--- config.mk ---
export PLATFORM = sky130hd
export DESIGN_NAME = crcs_top
export DESIGN_NICKNAME = d
export VERILOG_FILES = /design/src/hw/crcs_pkg.sv /design/src/hw/crcs_top.sv /design/src/hw/crcs_update.sv
export SDC_FILE = /design/constraint.sdc
export NUM_CORES = 1
export LEC_CHECK = 0
export BUFFER_PORTS_ARGS = -buffer_cell sky130_fd_sc_hd__buf_2
export CORE_MARGIN = 1.5
export CORE_UTILIZATION = 35
export DETAILED_ROUTE_END_ITERATION = 8
export GPL_ROUTABILITY_DRIVEN = 0
export PLACE_DENSITY = 0.66
export SLEW_MARGIN = 15
export SYNTH_ARGS = -nofsm -noshare
export SYNTH_HDL_FRONTEND = slang
export SYNTH_SLANG_ARGS = --single-unit
--- constraint.sdc ---
create_clock -name clk -period 5.15 [get_ports clk]
set_clock_uncertainty 0.1 [all_clocks]
set_input_delay 1.03 -clock clk [delete_from_list [all_inputs] [get_ports clk]]
set_output_delay 1.03 -clock clk [all_outputs]
set_load 0.03 [all_outputs]
--- src/hw/crcs_pkg.sv ---
/*
 * crcs_pkg: constants, state and carrier types of the CRC-16 byte and
 * ROM sector engine.
 * Assumes a 32-bit APB slave port and a byte-wide internal ROM read port.
 */
package crcs_pkg;

    // apb geometry
    localparam int          APB_AW          = 18;
    localparam int          APB_DW          = 32;

    // register indices; byte address is four times the index
    localparam logic [15:0] IDX_DIN         = 16'h4021;
    localparam logic [15:0] IDX_CTRL        = 16'h4022;
    localparam logic [15:0] IDX_DR          = 16'h4023;
    localparam logic [15:0] IDX_BEG         = 16'h4024;
    localparam logic [15:0] IDX_CNT         = 16'h4025;
    localparam logic [15:0] IDX_IRQ_STS     = 16'h4026;
    localparam logic [15:0] IDX_IRQ_MASK    = 16'h4027;

    // crc_control bit positions
    localparam int          CTRL_PNT        = 0;
    localparam int          CTRL_LAUNCH     = 1;
    localparam int          CTRL_VAL        = 2;
    localparam int          CTRL_INIT       = 3;
    localparam int          CTRL_DONE       = 4;

    // interrupt status / mask bit positions
    localparam int          IRQ_BATCH_DONE  = 0;
    localparam int          IRQ_BYTE_DONE   = 1;
    localparam int          IRQ_W           = 2;

    // crc arithmetic
    localparam logic [15:0] CRC_POLY        = 16'h1021;
    localparam logic [15:0] CRC_INIT_ZERO   = 16'h0000;
    localparam logic [15:0] CRC_INIT_ONES   = 16'hffff;

    // rom geometry: 128 sectors of 256 bytes
    localparam logic [6:0]  SECTOR_LAST     = 7'h7f;
    localparam logic [7:0]  SECTOR_BYTE_LAST = 8'hff;
    localparam logic [7:0]  SECTOR_BYTE_FIRST = 8'h00;

    typedef enum logic [0:0] {
        CRCS_IDLE = 1'b0,
        CRCS_RUN  = 1'b1
    } crcs_fsm_t;

    typedef struct packed {
        logic                  psel;
        logic                  penable;
        logic                  pwrite;
        logic [APB_AW-1:0]     paddr;
        logic [APB_DW-1:0]     pwdata;
    } crcs_apb_req_t;

    typedef struct packed {
        crcs_fsm_t             fsm;
        logic [15:0]           crc;
        logic                  pnt;
        logic                  val;
        logic [6:0]            beg;
        logic [6:0]            cnt;
        logic [6:0]            last_sec;
        logic [14:0]           rom_addr;
        logic                  rom_req;
        logic                  pready;
        logic                  pslverr;
        logic [APB_DW-1:0]     prdata;
        logic [IRQ_W-1:0]      irq_sts;
        logic [IRQ_W-1:0]      irq_mask;
        logic                  irq;
    } crcs_state_t;

    // every field of the engine resets to zero (idle, result 0x0000)
    localparam crcs_state_t CRCS_STATE_RST  = '0;

endpackage

--- src/hw/crcs_top.sv ---
/*
 * crcs_top: CRC-16 engine with single-byte feed and ROM sector batch runs,
 * reached over APB.
 * Assumes one clock; the ROM port answers each request with rom_rvalid on
 * the same clock, one answer per request, after any number of cycles.
 */
// Chosen here: the APB slave port.
//
// Contract
// - done flag low during batch, else high; the bus stalls for the whole batch, so done always reads one
// - writing one to init loads result
// - init select: zero or all ones
// - writing one to launch starts batch
// - pointer picks low or high result byte
// - each input byte write updates result
// - input port stores nothing, reads zero
// - result port reads/writes pointed half
// - batch starts at start sector times 256
// - offset field fixes the last sector
// - polynomial x^16+x^12+x^5+1
// - one byte per clock, parallel update
// - every byte of each sector covered
// - range clipped at final sector
`timescale 1ns/1ps
module crcs_top (
    // clock and reset
    input  wire logic                          clk,
    input  wire logic                          rstn,
    // apb slave
    input  wire logic                          psel,
    input  wire logic                          penable,
    input  wire logic                          pwrite,
    input  wire logic [crcs_pkg::APB_AW-1:0]   paddr,
    input  wire logic [crcs_pkg::APB_DW-1:0]   pwdata,
    output logic      [crcs_pkg::APB_DW-1:0]   prdata,
    output logic                               pready,
    output logic                               pslverr,
    // rom read port
    output logic                               rom_req,
    output logic      [14:0]                   rom_addr,
    input  wire logic [7:0]                    rom_rdata,
    input  wire logic                          rom_rvalid,
    // interrupt
    output logic                               irq
);

    crcs_pkg::crcs_state_t   st_r;
    crcs_pkg::crcs_state_t   st_nxt;
    crcs_pkg::crcs_apb_req_t req;
    logic                    busy;
    logic                    access;
    logic                    commit;
    logic                    sel_din;
    logic                    sel_ctrl;
    logic                    sel_dr;
    logic                    sel_beg;
    logic                    sel_cnt;
    logic                    sel_sts;
    logic                    sel_mask;
    logic                    mapped;
    logic [7:0]              upd_byte;
    logic [15:0]             upd_crc;
    logic [7:0]              sec_sum;
    logic [6:0]              clip_last;
    logic                    last_byte;
    logic [crcs_pkg::APB_DW-1:0] rd_val;

    assign req      = '{psel: psel, penable: penable, pwrite: pwrite, paddr: paddr, pwdata: pwdata};
    assign busy     = (st_r.fsm == crcs_pkg::CRCS_RUN);
    assign access   = req.psel & req.penable;
    assign commit   = access & st_r.pready;

    assign sel_din  = (req.paddr == {crcs_pkg::IDX_DIN, 2'b00});
    assign sel_ctrl = (req.paddr == {crcs_pkg::IDX_CTRL, 2'b00});
    assign sel_dr   = (req.paddr == {crcs_pkg::IDX_DR, 2'b00});
    assign sel_beg  = (req.paddr == {crcs_pkg::IDX_BEG, 2'b00});
    assign sel_cnt  = (req.paddr == {crcs_pkg::IDX_CNT, 2'b00});
    assign sel_sts  = (req.paddr == {crcs_pkg::IDX_IRQ_STS, 2'b00});
    assign sel_mask = (req.paddr == {crcs_pkg::IDX_IRQ_MASK, 2'b00});
    assign mapped   = sel_din | sel_ctrl | sel_dr | sel_beg | sel_cnt | sel_sts | sel_mask;

    // last sector = start + offset, held at the top sector
    assign sec_sum   = {1'b0, st_r.beg} + {1'b0, st_r.cnt};
    assign clip_last = sec_sum[7] ? crcs_pkg::SECTOR_LAST : sec_sum[6:0];
    assign last_byte = (st_r.rom_addr == {st_r.last_sec, crcs_pkg::SECTOR_BYTE_LAST});

    // one update engine shared by port writes and rom bytes
    assign upd_byte = busy ? rom_rdata : req.pwdata[7:0];

    crcs_update #(
        .POLY    (crcs_pkg::CRC_POLY)
    ) u_update (
        .crc_in  (st_r.crc),
        .data_in (upd_byte),
        .crc_out (upd_crc)
    );

    // read mux; done reads one since the bus stalls for the whole batch
    always_comb begin
        rd_val = '0;
        if (sel_ctrl) begin
            rd_val[crcs_pkg::CTRL_PNT]  = st_r.pnt;
            rd_val[crcs_pkg::CTRL_VAL]  = st_r.val;
            rd_val[crcs_pkg::CTRL_DONE] = ~busy;
        end else if (sel_dr) begin
            rd_val[7:0] = st_r.pnt ? st_r.crc[15:8] : st_r.crc[7:0];
        end else if (sel_beg) begin
            rd_val[6:0] = st_r.beg;
        end else if (sel_cnt) begin
            rd_val[6:0] = st_r.cnt;
        end else if (sel_sts) begin
            rd_val[crcs_pkg::IRQ_W-1:0] = st_r.irq_sts;
        end else if (sel_mask) begin
            rd_val[crcs_pkg::IRQ_W-1:0] = st_r.irq_mask;
        end
        // input port falls through as zero
    end

    always_comb begin
        st_nxt         = st_r;
        st_nxt.rom_req = 1'b0;
        // software is held in wait states for the whole batch
        st_nxt.pready  = access & ~st_r.pready & ~busy;
        st_nxt.pslverr = access & ~st_r.pready & ~busy & ~mapped;
        if (access & ~st_r.pready & ~busy) begin
            st_nxt.prdata = req.pwrite ? '0 : rd_val;
        end

        if (commit & req.pwrite) begin
            if (sel_din) begin
                st_nxt.crc = upd_crc;
            end
            if (sel_ctrl) begin
                st_nxt.pnt = req.pwdata[crcs_pkg::CTRL_PNT];
                st_nxt.val = req.pwdata[crcs_pkg::CTRL_VAL];
                if (req.pwdata[crcs_pkg::CTRL_INIT]) begin
                    st_nxt.crc = req.pwdata[crcs_pkg::CTRL_VAL] ?
                                 crcs_pkg::CRC_INIT_ONES : crcs_pkg::CRC_INIT_ZERO;
                end
                if (req.pwdata[crcs_pkg::CTRL_LAUNCH]) begin
                    st_nxt.fsm      = crcs_pkg::CRCS_RUN;
                    st_nxt.last_sec = clip_last;
                    st_nxt.rom_addr = {st_r.beg, crcs_pkg::SECTOR_BYTE_FIRST};
                    st_nxt.rom_req  = 1'b1;
                end
            end
            if (sel_dr) begin
                if (st_r.pnt) begin
                    st_nxt.crc[15:8] = req.pwdata[7:0];
                end else begin
                    st_nxt.crc[7:0] = req.pwdata[7:0];
                end
            end
            if (sel_beg) begin
                st_nxt.beg = req.pwdata[6:0];
            end
            if (sel_cnt) begin
                st_nxt.cnt = req.pwdata[6:0];
            end
            if (sel_sts) begin
                st_nxt.irq_sts = st_r.irq_sts & ~req.pwdata[crcs_pkg::IRQ_W-1:0];
            end
            if (sel_mask) begin
                st_nxt.irq_mask = req.pwdata[crcs_pkg::IRQ_W-1:0];
            end
        end

        // event sets come after the clear so a coincident event survives
        if (commit & req.pwrite & sel_din) begin
            st_nxt.irq_sts[crcs_pkg::IRQ_BYTE_DONE] = 1'b1;
        end

        unique case (st_r.fsm)
            crcs_pkg::CRCS_IDLE: begin
            end
            crcs_pkg::CRCS_RUN: begin
                if (rom_rvalid) begin
                    st_nxt.crc = upd_crc;
                    if (last_byte) begin
                        st_nxt.fsm = crcs_pkg::CRCS_IDLE;
                        st_nxt.irq_sts[crcs_pkg::IRQ_BATCH_DONE] = 1'b1;
                    end else begin
                        st_nxt.rom_addr = st_r.rom_addr + 15'h0001;
                        st_nxt.rom_req  = 1'b1;
                    end
                end
            end
        endcase

        st_nxt.irq = |(st_nxt.irq_sts & st_nxt.irq_mask);
    end

    always_ff @(posedge clk or negedge rstn) begin
        if (!rstn) begin
            st_r <= crcs_pkg::CRCS_STATE_RST;
        end else begin
            st_r <= st_nxt;
        end
    end

    assign prdata   = st_r.prdata;
    assign pready   = st_r.pready;
    assign pslverr  = st_r.pslverr;
    assign rom_req  = st_r.rom_req;
    assign rom_addr = st_r.rom_addr;
    assign irq      = st_r.irq;

    property p_done_ends_run;
        @(posedge clk) disable iff (!rstn)
        busy && rom_rvalid && last_byte |=> !busy ##0 st_r.irq_sts[crcs_pkg::IRQ_BATCH_DONE];
    endproperty
    a_done_ends_run: assert property (p_done_ends_run) else $error("batch did not end on last byte");

    property p_done_reads_one;
        @(posedge clk) disable iff (!rstn)
        pready && psel && !pwrite && sel_ctrl |-> prdata[crcs_pkg::CTRL_DONE];
    endproperty
    a_done_reads_one: assert property (p_done_reads_one) else $error("done flag read as zero");

    property p_init_value;
        @(posedge clk) disable iff (!rstn)
        commit && pwrite && sel_ctrl && pwdata[crcs_pkg::CTRL_INIT] && !pwdata[crcs_pkg::CTRL_LAUNCH]
        |=> st_r.crc == ($past(pwdata[crcs_pkg::CTRL_VAL]) ? 16'hffff : 16'h0000);
    endproperty
    a_init_value: assert property (p_init_value) else $error("init did not load selected value");

    property p_init_ignored;
        @(posedge clk) disable iff (!rstn)
        commit && pwrite && sel_ctrl && !pwdata[crcs_pkg::CTRL_INIT] && !pwdata[crcs_pkg::CTRL_LAUNCH]
        |=> $stable(st_r.crc);
    endproperty
    a_init_ignored: assert property (p_init_ignored) else $error("zero init bit changed result");

    property p_launch;
        @(posedge clk) disable iff (!rstn)
        commit && pwrite && sel_ctrl && pwdata[crcs_pkg::CTRL_LAUNCH]
        |=> busy && rom_req && rom_addr == {$past(st_r.beg), 8'h00};
    endproperty
    a_launch: assert property (p_launch) else $error("launch did not start at sector base");

    property p_no_launch;
        @(posedge clk) disable iff (!rstn)
        !busy ##1 busy |-> $past(commit && pwrite && sel_ctrl && pwdata[crcs_pkg::CTRL_LAUNCH]);
    endproperty
    a_no_launch: assert property (p_no_launch) else $error("batch started without launch");

    property p_clip;
        @(posedge clk) disable iff (!rstn)
        busy |-> st_r.last_sec == ((8'(st_r.beg) + 8'(st_r.cnt) > 8'h7f) ? 7'h7f : 7'(st_r.beg + st_r.cnt));
    endproperty
    a_clip: assert property (p_clip) else $error("last sector not start plus offset or clipped");

    property p_ascend;
        @(posedge clk) disable iff (!rstn)
        busy && rom_rvalid && !last_byte |=> rom_req && rom_addr == $past(rom_addr) + 15'h0001;
    endproperty
    a_ascend: assert property (p_ascend) else $error("rom address did not step by one");

    property p_din_reads_zero;
        @(posedge clk) disable iff (!rstn)
        psel && penable && !pwrite && sel_din && !pready ##1 pready |-> prdata == 32'h0000_0000;
    endproperty
    a_din_reads_zero: assert property (p_din_reads_zero) else $error("input port read nonzero");

    property p_dr_read;
        @(posedge clk) disable iff (!rstn)
        pready && psel && !pwrite && sel_dr
        |-> prdata[7:0] == (st_r.pnt ? st_r.crc[15:8] : st_r.crc[7:0]) && prdata[31:8] == 24'h0;
    endproperty
    a_dr_read: assert property (p_dr_read) else $error("result port gave wrong half");

    property p_din_update;
        @(posedge clk) disable iff (!rstn)
        commit && pwrite && sel_din && st_r.crc == 16'hffff && pwdata[7:0] == 8'h31 |=> st_r.crc == 16'hc782;
    endproperty
    a_din_update: assert property (p_din_update) else $error("byte update wrong");

    property p_busy_stalls;
        @(posedge clk) disable iff (!rstn)
        busy |-> !pready;
    endproperty
    a_busy_stalls: assert property (p_busy_stalls) else $error("bus answered during batch");

    property p_dr_write;
        @(posedge clk) disable iff (!rstn)
        commit && pwrite && sel_dr
        |=> (st_r.pnt ? st_r.crc[15:8] : st_r.crc[7:0]) == $past(pwdata[7:0]);
    endproperty
    a_dr_write: assert property (p_dr_write) else $error("result port write missed pointed half");

    property p_rom_req_pulse;
        @(posedge clk) disable iff (!rstn)
        rom_req |=> !rom_req;
    endproperty
    a_rom_req_pulse: assert property (p_rom_req_pulse) else $error("rom request held two cycles");

    property p_irq_level;
        @(posedge clk) disable iff (!rstn)
        irq == |(st_r.irq_sts & st_r.irq_mask);
    endproperty
    a_irq_level: assert property (p_irq_level) else $error("interrupt does not follow status and mask");

    property p_bad_addr;
        @(posedge clk) disable iff (!rstn)
        commit && !mapped |-> pslverr && prdata == 32'h0000_0000;
    endproperty
    a_bad_addr: assert property (p_bad_addr) else $error("unmapped access not refused");

endmodule

--- src/hw/crcs_update.sv ---
/*
 * crcs_update: one-byte parallel CRC-16 update, purely combinational.
 * Assumes the caller registers the result.
 */
`timescale 1ns/1ps
module crcs_update #(
    parameter logic [15:0] POLY = crcs_pkg::CRC_POLY
) (
    // operands
    input  wire logic [15:0] crc_in,
    input  wire logic [7:0]  data_in,
    // result
    output logic      [15:0] crc_out
);

    logic [15:0] c;
    logic        fb;

    // msb first, no reflection, no final xor; unrolled into one cycle
    always_comb begin
        c  = crc_in;
        fb = 1'b0;
        for (int i = 7; i >= 0; i--) begin
            fb = c[15] ^ data_in[i];
            c  = {c[14:0], 1'b0};
            if (fb) begin
                c = c ^ POLY;
            end
        end
        crc_out = c;
    end

endmodule

=== Word-level counts from Yosys, hierarchy flattened ===
Index checks and enable logic that the tools add are counted.

* Bits of input ports: 64
* Word-level logic and storage cells: 116
* Bits in registers: 95

* Bitwise gates (word level): 35
* Eq/ne operators: 8
* Add/sub/neg operators: 2
* Muxes and demuxes: 51
* Reductions and logical operators: 5

{| class="wikitable"
|+ Operators by type and width
! operator !! number
|-
| equality test 18 x 17 -> 1 bit, second input constant || 7
|-
| 2-to-1 mux 16 bit || 7
|-
| 2-to-1 mux 13 bit || 8
|-
| 2-to-1 mux 56 bit || 1
|-
| 2-to-1 mux 23 bit || 2
|-
| 2-to-1 mux 8 bit || 5
|-
| 2-to-1 mux 7 bit || 5
|-
| 2-to-1 mux 17 bit || 2
|-
| NOT 3 bit || 8
|-
| 2-to-1 mux 19 bit || 1
|-
| adder 15 x 1 -> 15 bit, second input constant || 1
|-
| equality test 15 bit || 1
|-
| 2-to-1 mux 1 bit || 12
|-
| 2-to-1 mux 2 bit || 5
|-
| adder 7 x 7 -> 8 bit || 1
|-
| XOR 1 bit || 8
|-
| bitwise AND 1 bit || 7
|-
| bitwise OR 1 bit || 6
|-
| AND reduction 2 bit || 3
|-
| 2-to-1 mux 5 bit || 1
|-
| bitwise AND 2 bit || 2
|-
| 2-to-1 mux 4 bit || 1
|-
| 2-to-1 mux 3 bit || 1
|-
| NOT 1 bit || 3
|-
| other kinds (3) || 3
|}

=== Depth between registers and ports, before layout ===
Gate-level depths: netlist of the first run.

* Word-level depth: 26
* Gate-level depth with buffers: 9
* Gate-level depth less buffers: 9

=== By module ===
From an unflattened synthesis of the first run, not the netlist that was laid out.

* Cells, all modules: 522
* Area total of the unflattened synthesis: 4997.3 sq um

{| class="wikitable"
|+ Modules (own cells, without submodules)
! module !! times used !! area an instance (sq um) !! cells an instance
|-
| crcs_top || 1 || 4601.9 || 496
|-
| crcs_update || 1 || 395.4 || 26
|}

=== Least setup slack after synthesis of the first run ===
OpenSTA, ideal clock, no wires.

* Kind: input-to-reg
* From: input paddr[1] (netlist name)
* To: register st_r[62] (netlist name)
* Library setup time: 0.125 ns
* Data required time: 4.925 ns
* Slack: 2.445 ns
* Arrival time: 2.481 ns
* Buffers on the path: 0
* Cell stages on the path: 4
* Cells stage by stage: nor4_4 -> nand4_2 -> nor3_2 -> mux2_2

* Word-level cells in the longest chain between the ends: 2

{| class="wikitable"
|+ RTL lines
! what !! RTL line !! text
|-
| start, declared || crcs_top.sv:33 || <nowiki>input wire logic [crcs_pkg::APB_AW-1:0] paddr,</nowiki>
|-
| equality test 18 x 17 -> 1 bit || crcs_top.sv:77 || <nowiki>assign sel_cnt = (req.paddr == {crcs_pkg::IDX_CNT, 2'b00});</nowiki>
|-
| AND reduction 2 bit (no line) || -- ||
|-
| end signal, assigned || crcs_top.sv:195 || <nowiki>st_r <= crcs_pkg::CRCS_STATE_RST;</nowiki>
|-
| end signal, assigned || crcs_top.sv:197 || <nowiki>st_r <= st_nxt;</nowiki>
|-
| end, declared || crcs_top.sv:47 || <nowiki>crcs_pkg::crcs_state_t st_r;</nowiki>
|}

Every way passes these cells.
A chain may end at the register's enable or synchronous reset.

==> results of run 1 <==
==> sequential cells by signal, summed over array words and instances (netlist names) <==
name      flops
st_r         43
rom_addr     15
prdata        8
busy          1
irq           1
pready        1
pslverr       1
rom_req       1
==> cell type report <==
cell class,count,area share (%)
Multi-Input combinational cell,416,50.7
Sequential cell,71,32.1
Timing Repair Buffer,69,6.43
Clock buffer,11,4.39
Tap cell,180,4.07
Clock inverter,5,1.47
Inverter,12,0.837
==> per-stage QoR <==
stage | cells | cell area [µm²]
after global placement | 748 | 5200
after floorplan | 571 | 5080
after detailed placement | 748 | 5200
after CTS | 764 | 5530
after global routing | 764 | 5530
final | 764 | 5530
==> worst max path at each step <==
stage | cells past startpoint | endpoint
floorplan | 4 | st_r[62]$_DFFE_PN0P_
global placement | 7 | st_r[78]$_DFF_PN0_
detailed placement | 7 | st_r[78]$_DFF_PN0_
CTS | 7 | st_r[78]$_DFF_PN0_
global route | 7 | st_r[78]$_DFF_PN0_
finish | 7 | st_r[78]$_DFF_PN0_
==> layout by cell type, fill, tap and decap left out, types with 7 or more instances in the layout <==
master / synthesis / routed
xnor2_1: 26 / 26
buf_2: 6 / 65
nand3_1: 22 / 22
a21oi_1: 25 / 25
conb_1: 1 / 24
nand4_1: 8 / 8
clkbuf_16: 0 / 9
nor2_1: 48 / 48
xor2_1: 10 / 10
mux2_2: 14 / 14
dfrtp_1: 71 / 71
o21ai_0: 39 / 39
and3_1: 7 / 7
ha_1: 8 / 8
a31oi_1: 9 / 9
a21o_1: 8 / 8
inv_1: 11 / 11
nand2_1: 35 / 35
mux2i_1: 17 / 17
nor3_1: 15 / 15
==> synthesized netlist by cell type, types with 3 or more instances <==
library cell	count	share of area, %
dfrtp_1	71	36
buf_4	48	7.2
nor2_1	48	3.6
o21ai_0	39	3.9
nand2_1	35	2.6
xnor2_1	26	4.6
a21oi_1	25	2.5
nand3_1	22	2.2
mux2i_1	17	3.4
clkbuf_1	15	1.1
nor3_1	15	1.5
mux2_2	14	3.2
inv_1	11	0.83
xor2_1	10	1.8
a31oi_1	9	1.1
a21o_1	8	1.2
ha_1	8	2.0
nand4_1	8	1.0
and3_1	7	0.88
buf_2	6	0.60
o221a_2	6	1.4
a211oi_1	5	0.75
nor2b_1	5	0.63
or3_1	5	0.63
a22oi_1	4	0.60
nand2b_1	4	0.50
o22ai_1	4	0.50
a31o_2	3	0.53
a32oi_1	3	0.53
and2_1	3	0.38
and4_1	3	0.53
buf_1	3	0.23
mux2_1	3	0.68
nand3b_1	3	0.45
nand4_2	3	0.75
o21a_1	3	0.45
o31ai_1	3	0.45
o41ai_1	3	0.53
==> worst max-delay path, stage by stage <==
cell     delay [ps]
buf_2           120
nor4_4          470
nand4_2         310
nor2_1          800
nor3_1          140
o21ai_1         420
o221a_2         290
==> cells by family (layout without fill, tap and decap cells) <==
family,after synthesis,after routing
xor gates and xnor gates,36,36
other,1,24
and+or+nand+nor,179,179
DFF,71,71
muxes,35,35
adders and majority gates,9,9
AOI/OAI and AO/OA,133,133
buffers and inverters,84,97
==> layer usage <==
| metal | track usage [%] | routed length, µm |
|---|---|---|
| met5 | 0 | 0 |
| met1 | 25.0 | 5780 |
| met4 | 6.03 | 291 |
| met2 | 29.9 | 6160 |
| met3 | 3.72 | 1030 |
==> where the power goes <==
part	total, W	switching (W)	internal [W]
clock	0.000678	0.000241	0.000437
sequential	0.000561	0.00000117	0.000560
combinational	0.000120	0.0000885	0.0000318
==> flow_summary_export.csv, run 1 <==
group,metric,value,unit
status,outcome,"complete, no violations",
worst_setup_path,cp-start-kind,"input pin",
worst_setup_path,criticalPathCategory,"input pin to flop",
worst_setup_path,endpoint_kind,"flop",
placement,hpwlAfterDp,9.82,mm
layout,final-seq-area,0.00178,mm²
timing,whs,380,ps
yosys,yosys_warnings,0,
layout,multi_input_area,0.00280,mm²
drt,drc,0,
drt,vias,4272,
yosys,ys_seq_elements,71,
clocking,holdBufCountCts,0,
global_routing,grt_pass1_wl,21.4,mm
clocking,cts_tree,"done",
clocking,cts_setup_buffers,0,
timing,setup_violations,0,
yosys,synth_area,0.00499,mm²
drt,firstDrtPassIters,5,
timing,fmax,295,MHz
clocking,clock-root-buffer,"clkbuf_16",
yosys,yosys_most_used_dff,"dfrtp_1",
yosys,syn_inst,548,
drt,drt_iter0_markers,369,
worst_setup_path,startpoint,"paddr[1]",
floorplanning,coreArea,0.0139,mm²
layout,nNetsFinal,652,
timing,final-hold-violation-count,0,
worst_setup_path,r2r_cells,6,
timing,tightest_slew,955,ps
yosys,synth_top_family_by_area,"simple AND/OR/NAND/NOR gates",
yosys,synthMuxAreaShare,7.69,%
yosys,synth-edff-count,0,
placement,port-buffer-count,66,
worst_setup_path,cp_max_fo,12,
yosys,async_flop_share,100,%
floorplanning,ios,115,
drt,wire_per_inst,17.3,µm
yosys,yosysSeqAreaShare,35.6,%
global_routing,grt_pass1_vias,4197,
worst_setup_path,reg2reg_slack,2540,ps
clocking,cts_max_level,3,
worst_setup_path,reg2reg_from,"pready$_DFF_PN0_",
layout,drive_gt1_share,21.1,%
power,power.density,246,mW/mm²
yosys,ys_types,72,
global_routing,track_usage,18.6,%
timing,period_needed,3390,ps
drt,via_per_inst,5.59,
timing,slew_headroom,36.1,%
floorplanning,die_w,122,µm
layout,antennaDiodeCount,0,
global_routing,antenna_found_initial,0,
yosys,synthSimpleGateAreaFrac,19.9,%
worst_hold_path,min_from,"prdata[7]$_DFFE_PN0P_",
global_routing,grt_max_degree,46,
layout,area_delta_synth_final,10.7,%
worst_hold_path,whs_endpoint,"prdata[7]$_DFFE_PN0P_",
clocking,cts.sinks,71,
power,power,0.00136,W
power,cellLeakagePower,2.47,nW
yosys,synth_adder_area_share,2.40,%
floorplanning,rows,43,
yosys,syn_avg_cell_area,9.11,µm²
worst_setup_path,r2r_end,"rom_addr[10]$_DFF_PN0_",
power,irDropWorstVdd,0.000140,V
worst_setup_path,cp.arrival,3570,ps
flow_run,drv_cap,0,
global_routing,grt_overflow_total,0,
clocking,post_cts_resized,0,
yosys,synth_xor_area_share,6.31,%
layout,fill_cells,1391,
floorplanning,die_area,0.0150,mm²
drt,wirelength,13.3,mm
clocking,insertion_delay,330,ps
clocking,cts.clk_slew.worst_paths,60,ps
worst_hold_path,hold_path.class,"flop to flop",
timing,setup_ws,1760,ps
worst_hold_path,hold_depth,2,
worst_setup_path,critical_path_required,5320,ps
timing,finalMaxSlewViolations,0,
timing,post-route-period-util,65.9,%
floorplanning,die_h,122,µm
timing,grt_setup_unrepaired,"no",
timing,tns,0,ps
clocking,clk_path_buf_depth,2,
yosys,synth_compound_area_share,17.9,%
layout,post-route-util,39.8,%
floorplanning,start_util,36.0,%
drt,ant_nets,0,
placement,dpl_worst_slack,1470,ps
clocking,cts_buffers,9,
No activity file was read; power rests on OpenSTA's default activity.
==> inputs of run 2 (changes only) <==
--- a/config.mk
+++ b/config.mk
@@ -10,7 +10,7 @@
 export CORE_UTILIZATION = 35
 export DETAILED_ROUTE_END_ITERATION = 8
 export GPL_ROUTABILITY_DRIVEN = 0
-export PLACE_DENSITY = 0.66
+export PLACE_DENSITY = 0.68
 export SLEW_MARGIN = 15
 export SYNTH_ARGS = -nofsm -noshare
 export SYNTH_HDL_FRONTEND = slang
==> constraint.sdc (replaced) <==
create_clock -name clk -period 2.75 [get_ports clk]
set_clock_uncertainty 0.1 [all_clocks]
set_input_delay 0.55 -clock clk [delete_from_list [all_inputs] [get_ports clk]]
set_output_delay 0.55 -clock clk [all_outputs]
set_load 0.03 [all_outputs]
==> flow_summary_export.csv, run 2 (synthesis gave the netlist of run 1 again) <==
group,metric,value,unit
floorplanning,coreArea,0.0139,mm²
clocking,cts_max_level,3,
floorplanning,die_area,0.0150,mm²
worst_setup_path,critical_path_required,2880,ps
drt,ant_nets,0,
timing,fmax,404,MHz
worst_setup_path,cp.arrival,2600,ps
drt,via_per_inst,5.61,
layout,nNetsFinal,675,
placement,dpl_worst_slack,165,ps
layout,post-route-util,41.0,%
clocking,insertion_delay,350,ps
worst_setup_path,cp_max_fo,12,
global_routing,grt_pass1_wl,22.5,mm
drt,firstDrtPassIters,5,
clocking,cts.clk_slew.worst_paths,60,ps
clocking,clk_path_buf_depth,2,
floorplanning,ios,115,
worst_setup_path,criticalPathCategory,"flop to flop",
floorplanning,start_util,36.0,%
clocking,holdBufCountCts,0,
worst_setup_path,slowest_stage,"dfrtp_1",
timing,tns,0,ps
drt,vias,4419,
timing,setup_ws,273,ps
layout,antennaDiodeCount,0,
global_routing,antenna_found_initial,0,
global_routing,grt_pass1_vias,4336,
timing,grt_setup_unrepaired,"no",
clocking,clock-root-buffer,"clkbuf_16",
global_routing,track_usage,19.5,%
flow_run,drv_cap,0,
worst_setup_path,critPathMaxStageDelay,810,ps
placement,port-buffer-count,66,
drt,drt_iter0_markers,401,
timing,post-route-period-util,90.1,%
clocking,post_cts_resized,0,
worst_setup_path,cp_top_family,"flip-flops",
layout,fill_cells,1393,
power,irDropWorstVdd,0.000366,V
layout,final_cell_mix,"dfrtp_1, buf_2, nor2_1",
timing,tightest_slew,724,ps
worst_hold_path,hold_path.class,"input pin to asynchronous set/reset pin",
power,power.density,436,mW/mm²
timing,slew_headroom,51.7,%
drt,wirelength,14.0,mm
timing,period_needed,2480,ps
clocking,cts.sinks,71,
power,cellLeakagePower,2.58,nW
placement,hpwlAfterDp,10.4,mm
global_routing,grt_max_degree,47,
global_routing,grt_overflow_total,0,
worst_setup_path,crit_top_cell,"xnor2_1",
status,outcome,"complete, no violations",
timing,final-hold-violation-count,0,
power,power,0.00248,W
clocking,cts_buffers,9,
worst_setup_path,endpoint_kind,"flop",
worst_setup_path,critical_path_buf_inv_count,0,
layout,largest_reg_flops,43,
layout,area_delta_synth_final,13.9,%
layout,final_common_cell,"dfrtp_1",
floorplanning,rows,43,
floorplanning,die_w,122,µm
worst_setup_path,cp-start-kind,"flop",
drt,wire_per_inst,17.8,µm
timing,finalMaxSlewViolations,0,
worst_setup_path,cp_cell_sequence,"mux2i_1 -> xnor2_1 -> xnor2_1 -> xor2_1 -> a211oi_1 -> o21ai_0",
drt,drc,0,
layout,regMostFlops,"st_r",
clocking,cts_tree,"done",
layout,drive_gt1_share,24.1,%
clocking,cts_setup_buffers,0,
timing,setup_violations,0,
floorplanning,die_h,122,µm
run 2: changes by cell type in the layout (fill, tap and decap cells not counted), sizes merged:
cell,previous run,this run
clkinv,3,5
buf,69,92
clkinvlp,1,0
bufinv,2,1
run 2: metrics by stage:
step	instance area, µm²	hold slack (ps)	instances
floorplan	5080	154	571
global placement	5390	372	771
detailed placement	5390	369	771
CTS	5690	160	787
global route	5690	197	787
finish	5690	143	787
run 2: cell type report:
class                           instances  area (µm²)  share of cell area (%)
Sequential cell                        71        1780                    31.2
Tap cell                              180         225                    3.96
Clock buffer                           11         243                    4.27
Timing Repair Buffer                   92         538                    9.46
Multi-Input combinational cell        416        2800                    49.2
Clock inverter                          5        57.6                    1.01
Inverter                               12        46.3                   0.814
run 2: layer usage:
metal | global-route usage [%] | up-vias | share of wire [%]
met5 | 0 | - | 0
met4 | 7.56 | 0 | 1.9
met3 | 3.95 | 27 | 7.1
met2 | 31.2 | 190 | 47
met1 | 26.0 | 2174 | 43
li1 | - | 2028 | -
run 2: worst reg2reg max path, cell delays in order, from the launching register on:
cell and delay, ps:
dfrtp_1 810, mux2i_1 330, xnor2_1 180, xnor2_1 430
xor2_1 180, a211oi_1 240, o21ai_0 100
run 2: final timing paths:
kind                                             from                     to  slack (ps)  cells past startpoint
worst max-delay path                   busy$_DFF_PN0_     st_r[83]$_DFF_PN0_         270                      6
worst min register to register  prdata[7]$_DFFE_PN0P_  prdata[7]$_DFFE_PN0P_         380                      2
worst max register to register         busy$_DFF_PN0_     st_r[83]$_DFF_PN0_         270                      6
min in group clk                prdata[7]$_DFFE_PN0P_  prdata[7]$_DFFE_PN0P_         380                      2
worst min-delay path                             rstn      st_r[4]$_DFF_PN0_         140                      1
max in group asynchronous                        rstn   st_r[64]$_DFFE_PN0P_        1740                      2
run 2: report_power, final:
| part | internal [W] | switching (W) |
|---|---|---|
| Combinational | 0.0000670 | 0.000170 |
| Clock | 0.000727 | 0.000464 |
| Sequential | 0.00105 | 0.00000247 |
